File: config.mk
export PLATFORM = sky130hd
export DESIGN_NAME = uart_holding_fifos_ctrl
export DESIGN_NICKNAME = d
export VERILOG_FILES = /design/src/hw/uart_fifo_pkg.sv /design/src/hw/uart_holding_fifos_ctrl.sv /design/src/hw/char_fifo.sv
export SDC_FILE = /design/constraint.sdc
export NUM_CORES = 1
export LEC_CHECK = 0
export ABC_AREA = 1
export BUFFER_PORTS_ARGS = -buffer_cell sky130_fd_sc_hd__buf_2
export CORE_MARGIN = 2
export CORE_UTILIZATION = 50
export DETAILED_ROUTE_END_ITERATION = 16
export GPL_TIMING_DRIVEN = 0
export PLACE_DENSITY = 0.67
export SETUP_SLACK_MARGIN = 0.02
export SYNTH_ARGS = -nofsm -noshare
export SYNTH_HDL_FRONTEND = slang
export SYNTH_SLANG_ARGS = --single-unit
File: constraint.sdc
create_clock -name clk -period 3.8 [get_ports clk]
set_input_delay 0.19 -clock clk [delete_from_list [all_inputs] [get_ports clk]]
set_output_delay 0.19 -clock clk [all_outputs]
set_load 0.02 [all_outputs]
File: src/hw/uart_fifo_pkg.sv
// Constants, field layouts and carrier types for the UART holding FIFO channel.
package uart_fifo_pkg;

    ////////////////////////////////////////////////////////////////////////////////
    localparam int          FIFO_DEPTH      = 64;
    localparam int          CHAR_W          = 8;

    localparam logic [2:0]  ADDR_HOLD       = 3'h0;
    localparam logic [2:0]  ADDR_CTRL       = 3'h2;
    localparam logic [2:0]  ADDR_FEAT       = 3'h2;
    localparam logic [2:0]  ADDR_FMT        = 3'h3;

    localparam logic [7:0]  FMT_RESET       = 8'h00;
    localparam logic [7:0]  FEAT_RESET      = 8'h00;
    localparam logic [7:0]  FMT_ENH_KEY     = 8'hbf;
    localparam int          FMT_DIV_BIT     = 7;
    localparam int          FEAT_ENH_BIT    = 4;

    localparam int          CTRL_EN_BIT     = 0;
    localparam int          CTRL_RXCLR_BIT  = 1;
    localparam int          CTRL_TXCLR_BIT  = 2;
    localparam int          CTRL_DMA_BIT    = 3;
    localparam int          CTRL_TXTRIG_LSB = 4;
    localparam int          CTRL_RXTRIG_LSB = 6;

    localparam logic [6:0]  RX_TRIG_0       = 7'h08;
    localparam logic [6:0]  RX_TRIG_1       = 7'h10;
    localparam logic [6:0]  RX_TRIG_2       = 7'h38;
    localparam logic [6:0]  RX_TRIG_3       = 7'h3c;
    localparam logic [6:0]  TX_TRIG_0       = 7'h08;
    localparam logic [6:0]  TX_TRIG_1       = 7'h10;
    localparam logic [6:0]  TX_TRIG_2       = 7'h20;
    localparam logic [6:0]  TX_TRIG_3       = 7'h38;

    localparam int          CLK_HZ          = 125000000;
    localparam int          BAUD_RATE       = 115200;
    localparam logic [3:0]  OVERSAMPLE_LAST = 4'hf;
    localparam logic [3:0]  SAMPLE_MID      = 4'h7;
    localparam int          CLKS_PER_TICK   = CLK_HZ / (16 * BAUD_RATE);

    ////////////////////////////////////////////////////////////////////////////////
    typedef struct packed {
        logic               brk;
        logic               frame_err;
        logic [7:0]         data;
    } rx_entry_t;

    typedef struct packed {
        logic [1:0]         rx_trig;
        logic [1:0]         tx_trig;
        logic               dma_mode;
        logic               fifo_en;
    } fifo_ctrl_t;

    typedef enum logic [3:0] {
        SER_IDLE  = 4'h1,
        SER_START = 4'h2,
        SER_DATA  = 4'h4,
        SER_STOP  = 4'h8
    } ser_state_t;

endpackage

File: src/hw/uart_holding_fifos_ctrl.sv
// Character path of one UART channel: shifters, holding FIFOs and FIFO control.
`timescale 1ns/100ps
module uart_holding_fifos_ctrl #(
    parameter int DEPTH         = uart_fifo_pkg::FIFO_DEPTH,
    parameter int CLKS_PER_TICK = uart_fifo_pkg::CLKS_PER_TICK
) (
    // Clock and reset
    input  wire logic       clk,
    input  wire logic       reset_n,
    // Host parallel bus
    input  wire logic       bus_cs,
    input  wire logic       bus_rd,
    input  wire logic       bus_wr,
    input  wire logic [2:0] bus_addr,
    input  wire logic [7:0] bus_wdata,
    output logic      [7:0] bus_rdata,
    output logic      [1:0] rx_err_status,
    // Serial line
    input  wire logic       rx_in,
    output logic            tx_out,
    // DMA signalling and status
    output logic            rx_ready_n,
    output logic            tx_ready_n,
    output logic            rx_overrun
);
    localparam int CNT_W = $clog2(DEPTH + 1);
    localparam int DIV_W = $clog2(CLKS_PER_TICK + 1);

    ////////////////////////////////////////////////////////////////////////////////
    // Register state.
    logic [7:0]                 line_fmt_q, line_fmt_d, enh_feat_q, enh_feat_d;
    uart_fifo_pkg::fifo_ctrl_t  ctrl_q, ctrl_d;
    logic [7:0]                 rdata_q, rdata_d, last_q, last_d;
    logic [1:0]                 rerr_q, rerr_d, last_err_q, last_err_d;
    logic                       normal_acc, enh_acc, wr_hold, rd_hold, wr_ctrl;
    logic                       rx_flush, tx_flush;

    // FIFO connections.
    uart_fifo_pkg::rx_entry_t   rx_push_entry, rx_head;
    logic                       rx_push, rx_in_ready, rx_valid, rx_pop;
    logic                       tx_valid, tx_take;
    logic [7:0]                 tx_head;
    logic [CNT_W-1:0]           rx_count, tx_count, tx_free;
    logic [CNT_W-1:0]           rx_level, tx_level;

    // Oversampling divider.
    logic [DIV_W-1:0]           div_q, div_d;
    logic                       tick;

    // Receive shifter.
    uart_fifo_pkg::ser_state_t  rxs_q, rxs_d;
    logic [3:0]                 rsc_q, rsc_d;
    logic [2:0]                 rbit_q, rbit_d;
    logic [7:0]                 rsh_q, rsh_d;
    logic                       rdone_q, rdone_d;
    uart_fifo_pkg::rx_entry_t   rent_q, rent_d;

    // Transmit shifter.
    uart_fifo_pkg::ser_state_t  txs_q, txs_d;
    logic [3:0]                 tsc_q, tsc_d;
    logic [2:0]                 tbit_q, tbit_d;
    logic [7:0]                 tsh_q, tsh_d;
    logic                       tx_out_q, tx_out_d;

    ////////////////////////////////////////////////////////////////////////////////
    // Register access decode and FIFO control.
    always_comb
    begin
        normal_acc = !line_fmt_q[uart_fifo_pkg::FMT_DIV_BIT];
        enh_acc    = line_fmt_q == uart_fifo_pkg::FMT_ENH_KEY;
        wr_hold    = bus_cs && bus_wr && normal_acc && bus_addr == uart_fifo_pkg::ADDR_HOLD;
        rd_hold    = bus_cs && bus_rd && normal_acc && bus_addr == uart_fifo_pkg::ADDR_HOLD;
        wr_ctrl    = bus_cs && bus_wr && normal_acc && bus_addr == uart_fifo_pkg::ADDR_CTRL;
        line_fmt_d = line_fmt_q;
        enh_feat_d = enh_feat_q;
        ctrl_d     = ctrl_q;
        if (bus_cs && bus_wr && bus_addr == uart_fifo_pkg::ADDR_FMT)
            line_fmt_d = bus_wdata;
        if (bus_cs && bus_wr && enh_acc && bus_addr == uart_fifo_pkg::ADDR_FEAT)
            enh_feat_d = bus_wdata;
        if (wr_ctrl)
        begin
            ctrl_d.fifo_en  = bus_wdata[uart_fifo_pkg::CTRL_EN_BIT];
            ctrl_d.dma_mode = bus_wdata[uart_fifo_pkg::CTRL_DMA_BIT];
            ctrl_d.rx_trig  = bus_wdata[uart_fifo_pkg::CTRL_RXTRIG_LSB +: 2];
            if (enh_feat_q[uart_fifo_pkg::FEAT_ENH_BIT])
                ctrl_d.tx_trig = bus_wdata[uart_fifo_pkg::CTRL_TXTRIG_LSB +: 2];
        end
        // Clear bits are never stored, so they fall back to zero by themselves.
        // A change of enable also flushes, since entry order differs per mode.
        rx_flush = wr_ctrl && (bus_wdata[uart_fifo_pkg::CTRL_RXCLR_BIT]
                   || bus_wdata[uart_fifo_pkg::CTRL_EN_BIT] != ctrl_q.fifo_en);
        tx_flush = wr_ctrl && (bus_wdata[uart_fifo_pkg::CTRL_TXCLR_BIT]
                   || bus_wdata[uart_fifo_pkg::CTRL_EN_BIT] != ctrl_q.fifo_en);
    end

    // Read data path; the control register address reads as zero, or as the feature register while the format holds 8'hbf.
    always_comb
    begin
        rx_pop     = rd_hold && rx_valid;
        last_d     = rx_pop ? rx_head.data : last_q;
        last_err_d = rx_pop ? {rx_head.brk, rx_head.frame_err} : last_err_q;
        rdata_d    = rdata_q;
        rerr_d     = rerr_q;
        if (bus_cs && bus_rd)
        begin
            rdata_d = 8'h00;
            if (rd_hold)
            begin
                rdata_d = last_d;
                rerr_d  = last_err_d;
            end
            else if (bus_addr == uart_fifo_pkg::ADDR_FMT)
                rdata_d = line_fmt_q;
            else if (enh_acc && bus_addr == uart_fifo_pkg::ADDR_FEAT)
                rdata_d = enh_feat_q;
        end
    end

    always_ff @(posedge clk)
    begin
        if (!reset_n)
        begin
            line_fmt_q <= uart_fifo_pkg::FMT_RESET;
            enh_feat_q <= uart_fifo_pkg::FEAT_RESET;
            ctrl_q     <= '0;
            rdata_q    <= 8'h00;
            rerr_q     <= 2'h0;
            last_q     <= 8'h00;
            last_err_q <= 2'h0;
        end
        else
        begin
            line_fmt_q <= line_fmt_d;
            enh_feat_q <= enh_feat_d;
            ctrl_q     <= ctrl_d;
            rdata_q    <= rdata_d;
            rerr_q     <= rerr_d;
            last_q     <= last_d;
            last_err_q <= last_err_d;
        end
    end

    ////////////////////////////////////////////////////////////////////////////////
    // Holding FIFOs.
    char_fifo #(.WIDTH($bits(uart_fifo_pkg::rx_entry_t)), .DEPTH(DEPTH)) u_rx_fifo (
        .clk       (clk),
        .reset_n   (reset_n),
        .flush     (rx_flush),
        .single    (!ctrl_q.fifo_en),
        .overwrite (1'b1),
        .in_valid  (rx_push),
        .in_ready  (rx_in_ready),
        .in_data   (rx_push_entry),
        .out_valid (rx_valid),
        .out_ready (rx_pop),
        .out_data  (rx_head),
        .count     (rx_count)
    );

    char_fifo #(.WIDTH(8), .DEPTH(DEPTH)) u_tx_fifo (
        .clk       (clk),
        .reset_n   (reset_n),
        .flush     (tx_flush),
        .single    (!ctrl_q.fifo_en),
        .overwrite (1'b0),
        .in_valid  (wr_hold),
        .in_ready  (),
        .in_data   (bus_wdata),
        .out_valid (tx_valid),
        .out_ready (tx_take),
        .out_data  (tx_head),
        .count     (tx_count)
    );

    // DMA signalling; without FIFOs both modes behave as mode 0.
    always_comb
    begin
        rx_push       = rdone_q;
        rx_push_entry = rent_q;
        rx_overrun    = rdone_q && !rx_in_ready;
        case (ctrl_q.rx_trig)
            2'h0:    rx_level = CNT_W'(uart_fifo_pkg::RX_TRIG_0);
            2'h1:    rx_level = CNT_W'(uart_fifo_pkg::RX_TRIG_1);
            2'h2:    rx_level = CNT_W'(uart_fifo_pkg::RX_TRIG_2);
            default: rx_level = CNT_W'(uart_fifo_pkg::RX_TRIG_3);
        endcase
        case (ctrl_q.tx_trig)
            2'h0:    tx_level = CNT_W'(uart_fifo_pkg::TX_TRIG_0);
            2'h1:    tx_level = CNT_W'(uart_fifo_pkg::TX_TRIG_1);
            2'h2:    tx_level = CNT_W'(uart_fifo_pkg::TX_TRIG_2);
            default: tx_level = CNT_W'(uart_fifo_pkg::TX_TRIG_3);
        endcase
        tx_free = CNT_W'(DEPTH) - tx_count;
        if (ctrl_q.fifo_en && ctrl_q.dma_mode)
        begin
            rx_ready_n = !(rx_count >= rx_level);
            tx_ready_n = !(tx_free >= tx_level);
        end
        else
        begin
            rx_ready_n = rx_count == '0;
            tx_ready_n = tx_count != '0;
        end
    end

    ////////////////////////////////////////////////////////////////////////////////
    // Sixteen-times oversampling tick shared by both shifters.
    always_comb
    begin
        tick  = div_q == DIV_W'(CLKS_PER_TICK - 1);
        div_d = tick ? '0 : div_q + DIV_W'(1);
    end

    // Receive shifter: start bit checked at mid-bit, then one sample per bit time.
    always_comb
    begin
        rxs_d   = rxs_q;
        rsc_d   = rsc_q;
        rbit_d  = rbit_q;
        rsh_d   = rsh_q;
        rdone_d = 1'b0;
        rent_d  = rent_q;
        if (tick)
        begin
            rsc_d = rsc_q + 4'h1;
            case (rxs_q)
                uart_fifo_pkg::SER_IDLE:
                begin
                    rsc_d = 4'h0;
                    if (!rx_in)
                        rxs_d = uart_fifo_pkg::SER_START;
                end
                uart_fifo_pkg::SER_START:
                    if (rsc_q == uart_fifo_pkg::SAMPLE_MID)
                    begin
                        rsc_d  = 4'h0;
                        rbit_d = 3'h0;
                        rxs_d  = rx_in ? uart_fifo_pkg::SER_IDLE : uart_fifo_pkg::SER_DATA;
                    end
                uart_fifo_pkg::SER_DATA:
                    if (rsc_q == uart_fifo_pkg::OVERSAMPLE_LAST)
                    begin
                        rsh_d  = {rx_in, rsh_q[7:1]};
                        rbit_d = rbit_q + 3'h1;
                        if (rbit_q == 3'h7)
                            rxs_d = uart_fifo_pkg::SER_STOP;
                    end
                uart_fifo_pkg::SER_STOP:
                    if (rsc_q == uart_fifo_pkg::OVERSAMPLE_LAST)
                    begin
                        rdone_d          = 1'b1;
                        rent_d.data      = rsh_q;
                        rent_d.frame_err = !rx_in;
                        rent_d.brk       = !rx_in && rsh_q == 8'h00;
                        rxs_d            = uart_fifo_pkg::SER_IDLE;
                    end
                default:
                    rxs_d = uart_fifo_pkg::SER_IDLE;
            endcase
        end
    end

    // Transmit shifter pulls the next character only when idle, stalling the FIFO.
    always_comb
    begin
        txs_d    = txs_q;
        tsc_d    = tsc_q;
        tbit_d   = tbit_q;
        tsh_d    = tsh_q;
        tx_out_d = tx_out_q;
        tx_take  = txs_q == uart_fifo_pkg::SER_IDLE && tx_valid;
        case (txs_q)
            uart_fifo_pkg::SER_IDLE:
            begin
                tx_out_d = 1'b1;
                if (tx_take)
                begin
                    tsh_d    = tx_head;
                    tsc_d    = 4'h0;
                    tx_out_d = 1'b0;
                    txs_d    = uart_fifo_pkg::SER_START;
                end
            end
            uart_fifo_pkg::SER_START, uart_fifo_pkg::SER_DATA, uart_fifo_pkg::SER_STOP:
                if (tick)
                begin
                    tsc_d = tsc_q + 4'h1;
                    if (tsc_q == uart_fifo_pkg::OVERSAMPLE_LAST)
                    begin
                        if (txs_q == uart_fifo_pkg::SER_START)
                        begin
                            tbit_d   = 3'h0;
                            tx_out_d = tsh_q[0];
                            txs_d    = uart_fifo_pkg::SER_DATA;
                        end
                        else if (txs_q == uart_fifo_pkg::SER_DATA)
                        begin
                            tsh_d    = {1'b1, tsh_q[7:1]};
                            tbit_d   = tbit_q + 3'h1;
                            tx_out_d = (tbit_q == 3'h7) ? 1'b1 : tsh_q[1];
                            if (tbit_q == 3'h7)
                                txs_d = uart_fifo_pkg::SER_STOP;
                        end
                        else
                            txs_d = uart_fifo_pkg::SER_IDLE;
                    end
                end
            default:
                txs_d = uart_fifo_pkg::SER_IDLE;
        endcase
    end

    // Shifters are untouched by FIFO clears; only reset returns them to idle.
    always_ff @(posedge clk)
    begin
        if (!reset_n)
        begin
            div_q    <= '0;
            rxs_q    <= uart_fifo_pkg::SER_IDLE;
            rsc_q    <= 4'h0;
            rbit_q   <= 3'h0;
            rsh_q    <= 8'h00;
            rdone_q  <= 1'b0;
            rent_q   <= '0;
            txs_q    <= uart_fifo_pkg::SER_IDLE;
            tsc_q    <= 4'h0;
            tbit_q   <= 3'h0;
            tsh_q    <= 8'h00;
            tx_out_q <= 1'b1;
        end
        else
        begin
            div_q    <= div_d;
            rxs_q    <= rxs_d;
            rsc_q    <= rsc_d;
            rbit_q   <= rbit_d;
            rsh_q    <= rsh_d;
            rdone_q  <= rdone_d;
            rent_q   <= rent_d;
            txs_q    <= txs_d;
            tsc_q    <= tsc_d;
            tbit_q   <= tbit_d;
            tsh_q    <= tsh_d;
            tx_out_q <= tx_out_d;
        end
    end

    always_comb
    begin
        bus_rdata     = rdata_q;
        rx_err_status = rerr_q;
        tx_out        = tx_out_q;
    end

endmodule

File: src/hw/char_fifo.sv
// Character FIFO with flush and a single-entry holding mode.
`timescale 1ns/100ps
module char_fifo #(
    parameter int WIDTH = 10,
    parameter int DEPTH = 64,
    parameter int CNT_W = $clog2(DEPTH + 1)
) (
    // Clock and reset
    input  wire logic             clk,
    input  wire logic             reset_n,
    // Mode control
    input  wire logic             flush,
    input  wire logic             single,
    input  wire logic             overwrite,
    // Fill side
    input  wire logic             in_valid,
    output logic                  in_ready,
    input  wire logic [WIDTH-1:0] in_data,
    // Drain side
    output logic                  out_valid,
    input  wire logic             out_ready,
    output logic [WIDTH-1:0]      out_data,
    output logic [CNT_W-1:0]      count
);
    localparam int PTR_W = $clog2(DEPTH);

    logic [WIDTH-1:0] mem [DEPTH];
    logic [PTR_W-1:0] wr_ptr_q, wr_ptr_d, rd_ptr_q, rd_ptr_d;
    logic [CNT_W-1:0] count_q, count_d;
    logic             full, push, pop;

    ////////////////////////////////////////////////////////////////////////////////
    always_comb
    begin
        full      = single ? (count_q != '0) : (count_q == CNT_W'(DEPTH));
        in_ready  = !full || (single && overwrite);
        out_valid = count_q != '0;
        push      = in_valid && in_ready;
        pop       = out_valid && out_ready;
        out_data  = mem[rd_ptr_q];
        count     = count_q;
        wr_ptr_d  = wr_ptr_q;
        rd_ptr_d  = rd_ptr_q;
        count_d   = count_q;
        if (flush)
        begin
            wr_ptr_d = '0;
            rd_ptr_d = '0;
            count_d  = '0;
        end
        else if (single)
        begin
            // Only location zero is used, so the pointers stay parked there.
            wr_ptr_d = '0;
            rd_ptr_d = '0;
            if (push)
                count_d = CNT_W'(1);
            else if (pop)
                count_d = '0;
        end
        else
        begin
            if (push)
                wr_ptr_d = (wr_ptr_q == PTR_W'(DEPTH - 1)) ? '0 : wr_ptr_q + PTR_W'(1);
            if (pop)
                rd_ptr_d = (rd_ptr_q == PTR_W'(DEPTH - 1)) ? '0 : rd_ptr_q + PTR_W'(1);
            count_d = count_q + CNT_W'(push) - CNT_W'(pop);
        end
    end

    always_ff @(posedge clk)
    begin
        if (!reset_n)
        begin
            wr_ptr_q <= '0;
            rd_ptr_q <= '0;
            count_q  <= '0;
        end
        else
        begin
            wr_ptr_q <= wr_ptr_d;
            rd_ptr_q <= rd_ptr_d;
            count_q  <= count_d;
        end
    end

    // Storage is not cleared by a flush; the count alone marks it empty.
    always_ff @(posedge clk)
    begin
        if (push && !flush)
            mem[single ? '0 : wr_ptr_q] <= in_data;
    end

endmodule

==> out/metrics.yaml <==
place:
  portBuffers: 30
  dp_hpwl_um: 113100
  gp_congestion: 0.9816
critical_path:
  cp_max_fo: 10
  reg2reg_slack_ps: -150
  worstSetupEndpointType: "flop"
  crit_required_ps: 4180
  critPathLaunchType: "flop"
  cp_data_arrival_time_ps: 4330
  path_class: "reg -> reg"
routing:
  wl_um: 163800
  drc: 0
  firstDrtPassIters: 9
  vias: 38153
  final_antenna_net_count: 0
  wire_per_inst_um: 25.26
  viasPerCell: 5.886
  drtIter0Drc: 4594
cts:
  clk_pin_slew_worst_paths_ps: 60
  cts.sinks: 1301
  clockBufferDepth: 3
  postCtsSetupBuffers: 0
  clk_latency_ps: 760
  h-tree-depth: 4
  cts_tree: "done"
  cts_root_buffer: "clkbuf_16"
  numCtsBuffers: 136
power:
  power.density_nw_per_um2: 482.6
  vdd_drop_max_v: 0.0005228
  p_leak_nw: 21.04
  finalPower_mw: 29.04
cells_and_area:
  n_antenna_cell: 0
  final_common_cell: "edfxtp_1"
  final_cell_mix: "edfxtp_1, nand2_1, nand3_1"
  fin_nets: 5035
  register_area_sq_um: 37600
  n_fill_cell: 8959
  area_growth_pct: 12.32
  drive_gt1_frac: 0.08919
  multiInputGateArea_sq_um: 14290
die:
  core-area_sq_um: 106600
  initial_core_util: 0.5026
  io_pins: 31
  die_h_um: 331.4
  dieWidth_um: 331.4
  rows: 120
  fp.dieArea_sq_um: 109800
grt:
  overflow: 0
  grt_pass1_wl_um: 236600
  grt_max_degree: 68
  grt_pass1_vias: 36849
  grt_usage: 0.2942
  antenna_found_initial: 2
logic_synthesis:
  synth_async_sr_flop_share: 0
  synth-seq-cells: 1301
  ys_warn_count: 0
  synth_area_sq_um: 53580
  synth_edf_count: 1152
  syn_avg_cell_area_sq_um: 11.18
  netlist_instances: 4793
  post_synth_num_cell_types: 55
  ys_seq_area_frac: 0.7013
  synth_fp_nets: 4852
  synthFlopType: "edfxtp_1"
sta:
  hold_viol_final: 0
  fin_hold_ws_ps: 47.43
  max_freq_ghz: 0.2532
  drv_slew: 0
  fin_crit_sh: 1.040
  finalCriticalPeriod_ps: 3950
  setup_viol: 159
  final.setup.worst_slack_ps: -150.2
  worstMarginPinSlew_ps: 1458
  relSlewSlack: 0.02777
  rsz0062_at_grt: "yes"
  finClkSkew_ps: 20.70
job:
  maxCapViolations: 0
hold_path:
  hp-class: "in -> reg"
outcome:
  status: "complete, but fails checks"
  violations: "setup timing"
## flip-flops by register name (all words and copies together) (netlist names), 6 cells and up, named ones only
name and count:
line_fmt_q 8, enh_feat_q 8, u_tx_fifo.rd_ptr_q 6, u_rx_fifo.mem 640
rent_q 10, bus_rdata 8, u_tx_fifo.mem 512, u_tx_fifo.count 7
last_q 8, div_q 7, tsh_q 8, rsh_q 8
u_rx_fifo.rd_ptr_q 6, u_rx_fifo.wr_ptr_q 6, ctrl_q 6, u_tx_fifo.wr_ptr_q 6
u_rx_fifo.count 7
## cell type report
cell class                      count  area share
Multi-Input combinational cell   3043      0.2374
Buffer                            267     0.01975
Sequential cell                  1301      0.6247
Timing Repair Buffer               46    0.006695
Tap cell                         1403     0.02917
Clock inverter                     67    0.009688
Clock buffer                      174     0.06125
Inverter                          181     0.01129
## through the flow
stage,worst slack (ps),utilization,instances,setup TNS [ps],instance area [sq um]
2_1_floorplan,852.2,-,4793,0,53580
3_3_place_gp,-648.4,0.5205,6226,-176800,55490
3_5_place_dp,-702.9,0.5220,6233,-221850,55650
4_1_cts,-176.9,0.5632,6481,-3657,60040
5_1_grt,-166.3,0.5645,6482,-17440,60180
6_report,-150.2,0.5645,6482,-8829,60180
## layer usage
metal | vias up | share of wire | track usage
met1 | 18470 | 0.38 | 0.3726
met2 | 1923 | 0.47 | 0.4832
met5 | - | 0 | 0
met4 | 0 | 0.062 | 0.1683
li1 | 17334 | - | -
met3 | 426 | 0.081 | 0.04771
## path summary, 6_finish.rpt
path,start,to,cells past startpoint
max reg2reg,ctrl_q[0],u_rx_fifo.mem[58][0],4
min,bus_rd,rx_err_status[0],4
min reg2reg,div_q[0],div_q[0],1
max,ctrl_q[0],u_rx_fifo.mem[58][0],4
## repair_timing
item / 4_1_cts / 5_1_grt
setup endpoints to repair: 192 / 480
hold endpoints to repair: 19 / 23
resized for setup: 23 / 38
hold buffers: 7 / 1
## cell usage after synthesis (7+ instances only)
cell | count | area (sq um)
buf_2 | 89 | 445.4
nor3b_1 | 7 | 52.55
nand3_1 | 688 | 3443
clkbuf_1 | 134 | 503.0
inv_2 | 12 | 45.04
a211oi_1 | 8 | 60.06
ha_1 | 40 | 500.5
o221ai_1 | 11 | 96.34
edfxtp_1 | 1152 | 34590
dfxtp_1 | 149 | 2983
nand2_1 | 1128 | 4234
inv_1 | 163 | 611.8
nor2_1 | 429 | 1610
a31oi_1 | 15 | 93.84
buf_4 | 16 | 120.1
nor3_1 | 43 | 215.2
nor2_2 | 12 | 75.07
o22ai_1 | 105 | 656.9
xor2_1 | 9 | 78.83
o21ai_0 | 313 | 1567
a21oi_1 | 151 | 755.7
buf_1 | 27 | 101.4
nand4_1 | 23 | 143.9
## where the power goes
group,leakage (nW),total (mW),internal [mW],switching (mW)
Combinational,7.21,0.585,0.165,0.420
Sequential,11.7,15.5,15.5,0.0365
Clock,2.10,12.9,7.41,5.53
## worst max-delay path, stage by stage, from the launching register on
cell      delay [ps]
dfxtp_1          430
clkbuf_1         600
buf_1            730
nand3_1          840
nor2_1           970
## cell families after synthesis
group	Yosys count	synth area share
buffers and inverters	449	0.03493
AOI/OAI and AO/OA	628	0.06408
and+or+nand+nor	2362	0.1878
adders and majority gates	42	0.01009
xor gates and xnor gates	11	0.001798
DFF	1301	0.7013
(Power assumes the default switching activity.)
